==> config.mk <==
export PLATFORM = sky130hd
export DESIGN_NAME = oic_counter
export DESIGN_NICKNAME = d
export VERILOG_FILES = /design/src/oic_pkg.sv /design/src/oic_counter.sv
export SDC_FILE = /design/constraint.sdc
export NUM_CORES = 1
export LEC_CHECK = 0
export ABC_AREA = 1
export BUFFER_PORTS_ARGS = -buffer_cell sky130_fd_sc_hd__buf_4
export CAP_MARGIN = 5
export CORE_MARGIN = 2
export CORE_UTILIZATION = 41
export DETAILED_ROUTE_END_ITERATION = 7
export MAX_ROUTING_LAYER = met4
export PLACE_DENSITY = 0.67
export SYNTH_ARGS = -nofsm -noshare
export SYNTH_HDL_FRONTEND = slang
export SYNTH_SLANG_ARGS = --single-unit
==> constraint.sdc <==
create_clock -name clk_sys_in -period 4.3 [get_ports clk_sys_in]
set_input_delay 0.645 -clock clk_sys_in [delete_from_list [all_inputs] [get_ports clk_sys_in]]
set_output_delay 0.645 -clock clk_sys_in [all_outputs]
set_load 0.01 [all_outputs]
==> src/oic_pkg.sv <==
// Package: constants and carrier types for the online interval counter
`default_nettype none

package oic_pkg;

    // ==========================================
    // Widths and reset values
    localparam int unsigned LINE_W      = 5;
    localparam int unsigned NLINES      = 32;
    localparam int unsigned CNT_W       = 16;
    localparam int unsigned OUTPAT_W    = 8;
    localparam logic [6:0]  RPT_MIN     = 7'h01;
    localparam logic [6:0]  RPT_MAX     = 7'h63;
    localparam logic [6:0]  RPT_RST     = 7'h01;
    localparam logic [15:0] BASE_RST    = 16'h0028;
    localparam logic [15:0] EXT1_RST    = 16'h003c;
    localparam logic [15:0] EXT2_RST    = 16'h000f;
    localparam logic [15:0] STORE_RST   = 16'h0000;

    // ==========================================
    // Configuration set, committed as a whole
    typedef struct packed {
        logic [LINE_W-1:0]   on_line;
        logic                on_state;
        logic                out_en;
        logic [OUTPAT_W-1:0] out_pat;
        logic                full_on;
        logic                full_off;
        logic [15:0]         base_cycles;
        logic [15:0]         ext1_bases;
        logic [15:0]         ext2_bases;
        logic [15:0]         base_store;
        logic [15:0]         ext1_store;
        logic [15:0]         ext2_store;
        logic [6:0]          report_num;
    } oic_cfg_t;

    // ==========================================
    // Results
    typedef struct packed {
        logic             base_bit;
        logic             base_valid;
        logic [CNT_W-1:0] ext1_total;
        logic             ext1_valid;
        logic [CNT_W-1:0] ext2_total;
        logic             ext2_valid;
    } oic_res_t;

endpackage

`default_nettype wire

==> src/oic_counter.sv <==
// Online interval counter: pattern match, debounce, per-interval totals
//
// Overview of operation
// [RULE1] Per base interval, check pattern, count matches
// [RULE2] Extended total equals qualifying base interval count
// [RULE3] Base interval result is exactly 0 or 1
// [RULE4] Condition is line number plus required state
// [RULE5] Output pattern follows current online condition
// [RULE6] Reconfigured pattern leaves old output lines driven
// [RULE7] Full-on Yes: whole interval needed; default No
// [RULE8] Full-off No: whole interval unmet needed; default No
// [RULE9] Debounced changes only at interval boundary
// [RULE10] Full-on Yes debounces on; No immediate
// [RULE11] Full-off Yes immediate off; No debounced
// [RULE12] Extended intervals are base-interval multiples (config side)
// [RULE13] Each total has own interval and storage length; the store lengths are only held in the config, no logic uses them
// [RULE14] Edits apply only on commit; abandon discards
// [RULE15] Report number limited to 01..99
// [RULE16] Extended totals restart at interval start
`timescale 1ns/1ps
`default_nettype none

module oic_counter
    import oic_pkg::*;
(
    // Clock and reset
    input  wire logic                clk_sys_in,
    input  wire logic                sys_rst_in,
    // Digital input lines
    input  wire logic [NLINES-1:0]   dig_in,
    // Configuration edit and commit
    input  wire oic_cfg_t            cfg_edit_in,
    input  wire logic                cfg_commit_in,
    input  wire logic                cfg_abandon_in,
    // Results and output lines
    output oic_cfg_t                 cfg_active_out,
    output logic                     cfg_reject_out,
    output logic                     online_out,
    output logic [OUTPAT_W-1:0]      out_lines_out,
    output oic_res_t                 res_out
);

    // ==========================================
    // Committed configuration
    oic_cfg_t cfg_q;
    logic     reject_q;
    wire      rpt_ok   = cfg_edit_in.report_num >= RPT_MIN && cfg_edit_in.report_num <= RPT_MAX; // [RULE15]
    wire      ints_ok  = cfg_edit_in.base_cycles != 16'h0000 && cfg_edit_in.ext1_bases != 16'h0000
                         && cfg_edit_in.ext2_bases != 16'h0000;
    wire      cfg_take = cfg_commit_in && !cfg_abandon_in && rpt_ok && ints_ok; // [RULE14]

    always_ff @(posedge clk_sys_in)
    begin
        if (sys_rst_in)
        begin
            cfg_q    <= '{on_line: '0, on_state: 1'b1, out_en: 1'b0, out_pat: '0,
                          full_on: 1'b0, full_off: 1'b0, // [RULE7] [RULE8]
                          base_cycles: BASE_RST, ext1_bases: EXT1_RST, ext2_bases: EXT2_RST,
                          base_store: STORE_RST, ext1_store: STORE_RST, ext2_store: STORE_RST,
                          report_num: RPT_RST};
            reject_q <= 1'b0;
        end
        else
        begin
            if (cfg_take)
                cfg_q <= cfg_edit_in; // [RULE13] [RULE14]
            reject_q <= cfg_commit_in && !cfg_take;
        end
    end

    // ==========================================
    // Raw condition and interval tracking
    // Limitation: one watched line only; several conditions need another channel
    wire raw_on = dig_in[cfg_q.on_line] == cfg_q.on_state; // [RULE4]

    logic [15:0]      base_cnt_q;
    logic [15:0]      ext1_cnt_q;
    logic [15:0]      ext2_cnt_q;
    logic             all_on_q;
    logic             all_off_q;
    logic             online_q;
    logic [CNT_W-1:0] tot1_q;
    logic [CNT_W-1:0] tot2_q;
    oic_res_t         res_q;
    logic [OUTPAT_W-1:0] lines_q;

    // Compare with >= so that an interval shortened mid-count still ends at once
    wire base_end = base_cnt_q >= cfg_q.base_cycles - 16'h0001;
    wire ext1_end = base_end && ext1_cnt_q >= cfg_q.ext1_bases - 16'h0001;
    wire ext2_end = base_end && ext2_cnt_q >= cfg_q.ext2_bases - 16'h0001;
    // Whole-interval history including this cycle's sample
    wire held_on  = all_on_q && raw_on;
    wire held_off = all_off_q && !raw_on;

    // Debounce: instantaneous edges act now, debounced ones wait for the boundary
    wire rise_now = !online_q && raw_on && !cfg_q.full_on;      // [RULE10]
    wire fall_now = online_q && !raw_on && cfg_q.full_off;      // [RULE11]
    wire rise_bnd = !online_q && base_end && held_on;           // [RULE7] [RULE9]
    wire fall_bnd = online_q && base_end && held_off;           // [RULE8] [RULE9]
    wire online_d = (rise_now || rise_bnd) ? 1'b1 :
                    (fall_now || fall_bnd) ? 1'b0 : online_q;

    // Interval result: online at any time in the interval, whether rises are instant or debounced
    logic seen_q;
    wire  base_bit = online_d || seen_q || (raw_on && !cfg_q.full_on); // [RULE1] [RULE3]

    wire [CNT_W-1:0] tot1_n = tot1_q + {{(CNT_W-1){1'b0}}, base_bit};
    wire [CNT_W-1:0] tot2_n = tot2_q + {{(CNT_W-1){1'b0}}, base_bit};

    always_ff @(posedge clk_sys_in)
    begin
        if (sys_rst_in)
        begin
            base_cnt_q <= 16'h0000;
            ext1_cnt_q <= 16'h0000;
            ext2_cnt_q <= 16'h0000;
            all_on_q   <= 1'b1;
            all_off_q  <= 1'b1;
            online_q   <= 1'b0;
            seen_q     <= 1'b0;
            tot1_q     <= '0;
            tot2_q     <= '0;
        end
        else
        begin
            online_q   <= online_d;
            base_cnt_q <= base_end ? 16'h0000 : base_cnt_q + 16'h0001;
            all_on_q   <= base_end ? 1'b1 : held_on;
            all_off_q  <= base_end ? 1'b1 : held_off;
            seen_q     <= base_end ? 1'b0 : (seen_q || online_d);
            if (base_end)
            begin
                ext1_cnt_q <= ext1_end ? 16'h0000 : ext1_cnt_q + 16'h0001;
                ext2_cnt_q <= ext2_end ? 16'h0000 : ext2_cnt_q + 16'h0001;
                tot1_q     <= ext1_end ? '0 : tot1_n; // [RULE16]
                tot2_q     <= ext2_end ? '0 : tot2_n; // [RULE16]
            end
        end
    end

    // ==========================================
    // Result and output registers
    always_ff @(posedge clk_sys_in)
    begin
        if (sys_rst_in)
        begin
            res_q   <= '0;
            lines_q <= '0;
        end
        else
        begin
            res_q.base_valid <= base_end;
            res_q.ext1_valid <= ext1_end;
            res_q.ext2_valid <= ext2_end;
            if (base_end)
                res_q.base_bit <= base_bit; // [RULE3]
            if (ext1_end)
                res_q.ext1_total <= tot1_n; // [RULE2]
            if (ext2_end)
                res_q.ext2_total <= tot2_n; // [RULE2]
            // Only lines in the current pattern are touched, so lines dropped
            // from an old pattern keep their last level
            if (cfg_q.out_en)
                lines_q <= online_d ? (lines_q | cfg_q.out_pat)
                                    : (lines_q & ~cfg_q.out_pat); // [RULE5] [RULE6]
        end
    end

    assign cfg_active_out = cfg_q;
    assign cfg_reject_out = reject_q;
    assign online_out     = online_q;
    assign out_lines_out  = lines_q;
    assign res_out        = res_q;
endmodule

`default_nettype wire

==> results.md <==
- The first global-routing pass estimated 55800 um of wire.
- The critical path ends at tot1_q[15].
- Of the total synthesized cell area, the portion taken by XOR and XNOR cells is 0.0686.
- The maximum buffer depth of the clock tree is 3.
- The buffering stage count on the worst path with inverters included is 4.
- The latest clock arrival within the worst-skew pair is 540 ps.
- Relative to the synthesized area, the layout overhead comes to 39.3%.
- The number of flops mapped to enable cells by yosys is 0.
- The number of remaining DRC errors is 0.
- After routing, the total negative slack on setup checks comes to -598 ps.
- Cell internal power was estimated by the tool at 4.44 mW.
- The number of clock buffers inserted by TritonCTS is 28.
- The share of total power dissipated in the clock network is 0.450.
- The number of nets in the layout is 2122.
- The vertical extent of the die is 174 um.
- The final reports fail on negative setup slack.
- The total vias in the final route is 11500.
- The global placer's final weighted congestion is 0.926.
- Between clock sinks in the finished design, the worst skew comes to 15.6 ps.
- The detailed-routing iteration count for the pre-antenna-repair pass is 6.
- Clock-pin slew was measured on the worst setup and hold paths at 60 ps.
- Setup repair after global routing could not meet its margin everywhere.
- Setup slack on the worst reg-to-reg path comes out at -120 ps.
- In this run the tightest slew margin relative to its limit is 0.469.
- The die width is 174 um.
- The depth of the worst register-to-register path is 30.
- Of all nets on the critical path, the largest fanout is 3.
- For this run, the share of the core covered by cells in the final layout is 0.578.
- Max-cap violations in this run came to 0.
- In this run the number of cells on the critical path is 30.
- The proportion of synthesized chip area in sequential cells is 0.420.
- The smallest setup slack after layout is -121 ps.
- After floorplanning, the core was sized to cover 28600 sq um.
- After clock tree synthesis, the flow added hold-fix buffers numbering 0.
- The kind of end point of the critical path is a flop.
- The count of filler cells inserted in the layout is 2579.
- In this run the clock root is driven by a sky130_fd_sc_hd__clkbuf_16.
- Power spread over the standard cell area amounts to 358 nW/um^2.
- The run finished, with violations left.
- In the final layout, the share of cells above drive strength 1 is 0.285.
- The count of endpoints failing hold in the final timing report is 0.
- Pin placement for this block handled 322 I/O pins.
- During synthesis, Yosys emitted a total of 0 warnings.
- The pin slew with the least headroom to its limit is 796 ps.
- The data arrival time at the worst-slack endpoint is 4900 ps.
- Derived from the worst setup path, the maximum achievable clock frequency is 0.226 GHz.
- After technology mapping, the gate count stands at 1561.
- For this run, the slowest stage of the critical path takes 370 ps.
- Across the VDD grid, the largest voltage drop is 247 uV.
- The endpoint identified for the worst register-to-register timing path is tot1_q[15].
- Across every metal layer, demand over resource in global routing totals 0.228.
- Summed over all cells, the static leakage comes to 7.35 nW.
- On the critical path, the stage with the largest delay is an instance of sky130_fd_sc_hd__or3_4.
- The analysis attributes to net switching a power of 1.49 mW.
- The floorplan has 62 rows.
- The fraction of power consumed by sequential logic is 0.419.
- The share of total power consumed by net switching is 0.252.
- The critical path launch point type is a flop.
- The average instance in the mapped netlist occupies 7.61 sq um.
- The kind of critical path is flop to flop.
- CTS built an H-tree with a depth of 1.
- The final max-slew violation count is 0.
- The share of power burned in combinational logic is 0.131.
- TritonCTS built the clock tree.
- The synthesized design contains 249 register bits.
- Summed over all nets, the half-perimeter wirelength after detailed placement is 25100 um.
- Dividing the detail-routed via count by the number of cells gives 4.96.
- After detailed routing, the total wire length is 35200 um.
- The detailed router finished its first iteration with 740 violations.
- The initial cell density of the core is 0.415.
- In this run the cell area measured after placement is 14900 sq um.
- Dividing the detail-routed wire length by the instance count gives 15.2 um.
- The worst reg2reg path startpoint is cfg_active_out[88].
- The critical path's top delay family is simple AND/OR/NAND/NOR gates.
- In this run the tool buffered the top-level ports with 321 buffer cells.
- The number of global-route vias before repair is 11000.
- The number of distinct library cell variants in the gate-level netlist after synthesis is 49.
- The first element of the critical path is cfg_active_out[88].
- The worst min-delay path class is input pin to flop.
- The main combinational cell family by area after synthesis is simple AND/OR/NAND/NOR gates.
- Among all flip-flop cells after synthesis, the most frequent one is sky130_fd_sc_hd__dfxtp_1.
- The complex-gate fraction of the synthesized area is 0.108.
- The synthesized-area fraction occupied by adder cells is 0.0611.
- Setup violations remaining at the end of the flow were counted as 12.
- The number of routed nets with antenna violations is 0.
- At the worst endpoint, the required time is 4780 ps.
- Entering global routing, the biggest net connects 91 pins.
- The post-synthesis cell area is 11900 sq um.
- Of the total synthesized cell area, the portion taken by AND, OR, NAND and NOR gates is 0.276.
- The count of antenna diodes in the layout is 0.
- For this run the aggregate overflow at the end of global routing stands at 0.
- Of the available clock period, the critical path in the final layout requires 1.03.
- The floorplan step defined a die boundary enclosing 30400 sq um.
- The time the worst path needs with I/O delays and setup is 4420 ps.
- The post-route cell area is 16500 sq um.
- Measured against the total synthesized area, the mux share comes to 0.
- The number of antenna violations at the first check in global routing came to 0.
- The number of sinks driven by the clock tree is 249.
- The async set or reset register ratio after synthesis is 0.
- Synthesis produced a netlist with a net count of 1775.
-- worst min-delay path, stage by stage --
cell and delay (ps):
sky130_fd_sc_hd__buf_4 90, sky130_fd_sc_hd__nand2_1 40, sky130_fd_sc_hd__nand3_1 50
-- power by group through the flow --
stage	sequential, mW	combinational [mW]	clock [mW]
5_1_grt	2.50	0.861	2.81
2_1_floorplan	2.55	0.354	0
4_1_cts	2.49	0.767	2.72
3_5_place_dp	2.54	0.745	0
6_report	2.49	0.776	2.67
3_3_place_gp	2.53	0.735	0
-- cells in the mapped netlist (7+ instances only) --
cell	n	area share
sky130_fd_sc_hd__o21ai_0	151	0.064
sky130_fd_sc_hd__nor3_2	12	0.010
sky130_fd_sc_hd__xnor2_1	24	0.018
sky130_fd_sc_hd__buf_2	24	0.010
sky130_fd_sc_hd__nor4_1	19	0.010
sky130_fd_sc_hd__xor2_1	69	0.051
sky130_fd_sc_hd__nor2_1	278	0.088
sky130_fd_sc_hd__nor3_1	18	0.0076
sky130_fd_sc_hd__nand3_1	114	0.048
sky130_fd_sc_hd__a21oi_1	68	0.029
sky130_fd_sc_hd__o22ai_1	8	0.0042
sky130_fd_sc_hd__clkbuf_1	35	0.011
sky130_fd_sc_hd__dfxtp_1	249	0.42
sky130_fd_sc_hd__inv_1	115	0.036
sky130_fd_sc_hd__nand2_1	227	0.072
sky130_fd_sc_hd__ha_1	58	0.061
sky130_fd_sc_hd__nand4_1	12	0.0063
sky130_fd_sc_hd__nand3_2	7	0.0059
sky130_fd_sc_hd__nand3b_1	11	0.0070
-- cells by family (layout without fill, tap and decap cells) --
kind of cell / Yosys count / after routing
buf+inv: 189 / 558
fa+ha+maj: 58 / 58
xor+xnor: 93 / 93
flops: 249 / 249
simple gates: 728 / 728
compound gates: 244 / 244
-- through the flow --
| step | std cells | power, mW | hold WS (ps) | setup WS, ps |
|---|---|---|---|---|
| CTS | 2303 | 5.97 | 292 | -183 |
| detailed placement | 2241 | 3.28 | 442 | -260 |
| global route | 2314 | 6.17 | 298 | -455 |
| finish | 2314 | 5.93 | 314 | -121 |
| floorplan | 1561 | 2.90 | 419 | -7.12 |
| global placement | 2241 | 3.27 | 439 | -87.1 |
-- worst min path at each step --
stage | start | end | slack [ps] | cells after the start
after CTS | cfg_edit_in[58] | cfg_active_out[58] | 290 | 3
final | cfg_edit_in[75] | cfg_active_out[75] | 310 | 3
after global placement | all_on_q | all_on_q | 440 | 2
after detailed placement | res_out[35] | res_out[35] | 440 | 2
after global routing | cfg_edit_in[75] | cfg_active_out[75] | 300 | 3
after floorplan | all_on_q | all_on_q | 420 | 2
-- per-layer routing --
metal / track usage / up-vias / share of wire / wire (um)
li1: - / 5807 / - / -
met1: 0.294 / 5253 / 0.45 / 15900
met2: 0.367 / 347 / 0.46 / 16300
met3: 0.0418 / 68 / 0.061 / 2150
met4: 0.0613 / 0 / 0.026 / 899
met5: - / - / 0 / 0
-- area by class of cell --
| class | instances | area (sq um) | share of cell area |
|---|---|---|---|
| Clock buffer | 36 | 802 | 0.0485 |
| Clock inverter | 16 | 241 | 0.0146 |
| Inverter | 121 | 467 | 0.0282 |
| Multi-Input combinational cell | 1123 | 6630 | 0.401 |
| Sequential cell | 249 | 4990 | 0.301 |
| Tap cell | 384 | 480 | 0.0290 |
| Timing Repair Buffer | 385 | 2940 | 0.178 |
-- sequential cells by signal, indices dropped and copies added, names as in the netlist, named ones only --
signal,flops
tot2_q,16
ext1_cnt_q,16
cfg_reject_out,1
seen_q,1
online_out,1
ext2_cnt_q,16
all_on_q,1
tot1_q,16
cfg_active_out,120
all_off_q,1
base_cnt_q,16
res_out,36
-- layout by cell type, fill, tap and decap left out, drive strengths merged, types with 58 or more instances in the layout --
master  Yosys  layout
inv       121     122
ha         58      58
nand2     232     232
nand3     123     123
buf        33     385
nor2      284     284
a21oi      69      69
o21ai     155     155
xor2       69      69
dfxtp     249     249
-- timing repair --
item,CTS,global route
hold endpoints to repair,0,0
gates resized for setup,42,75
pin swaps,36,56
setup endpoints to repair,27,95
setup buffers,11,16
Note: power is estimated with default switching activity, not from simulation.
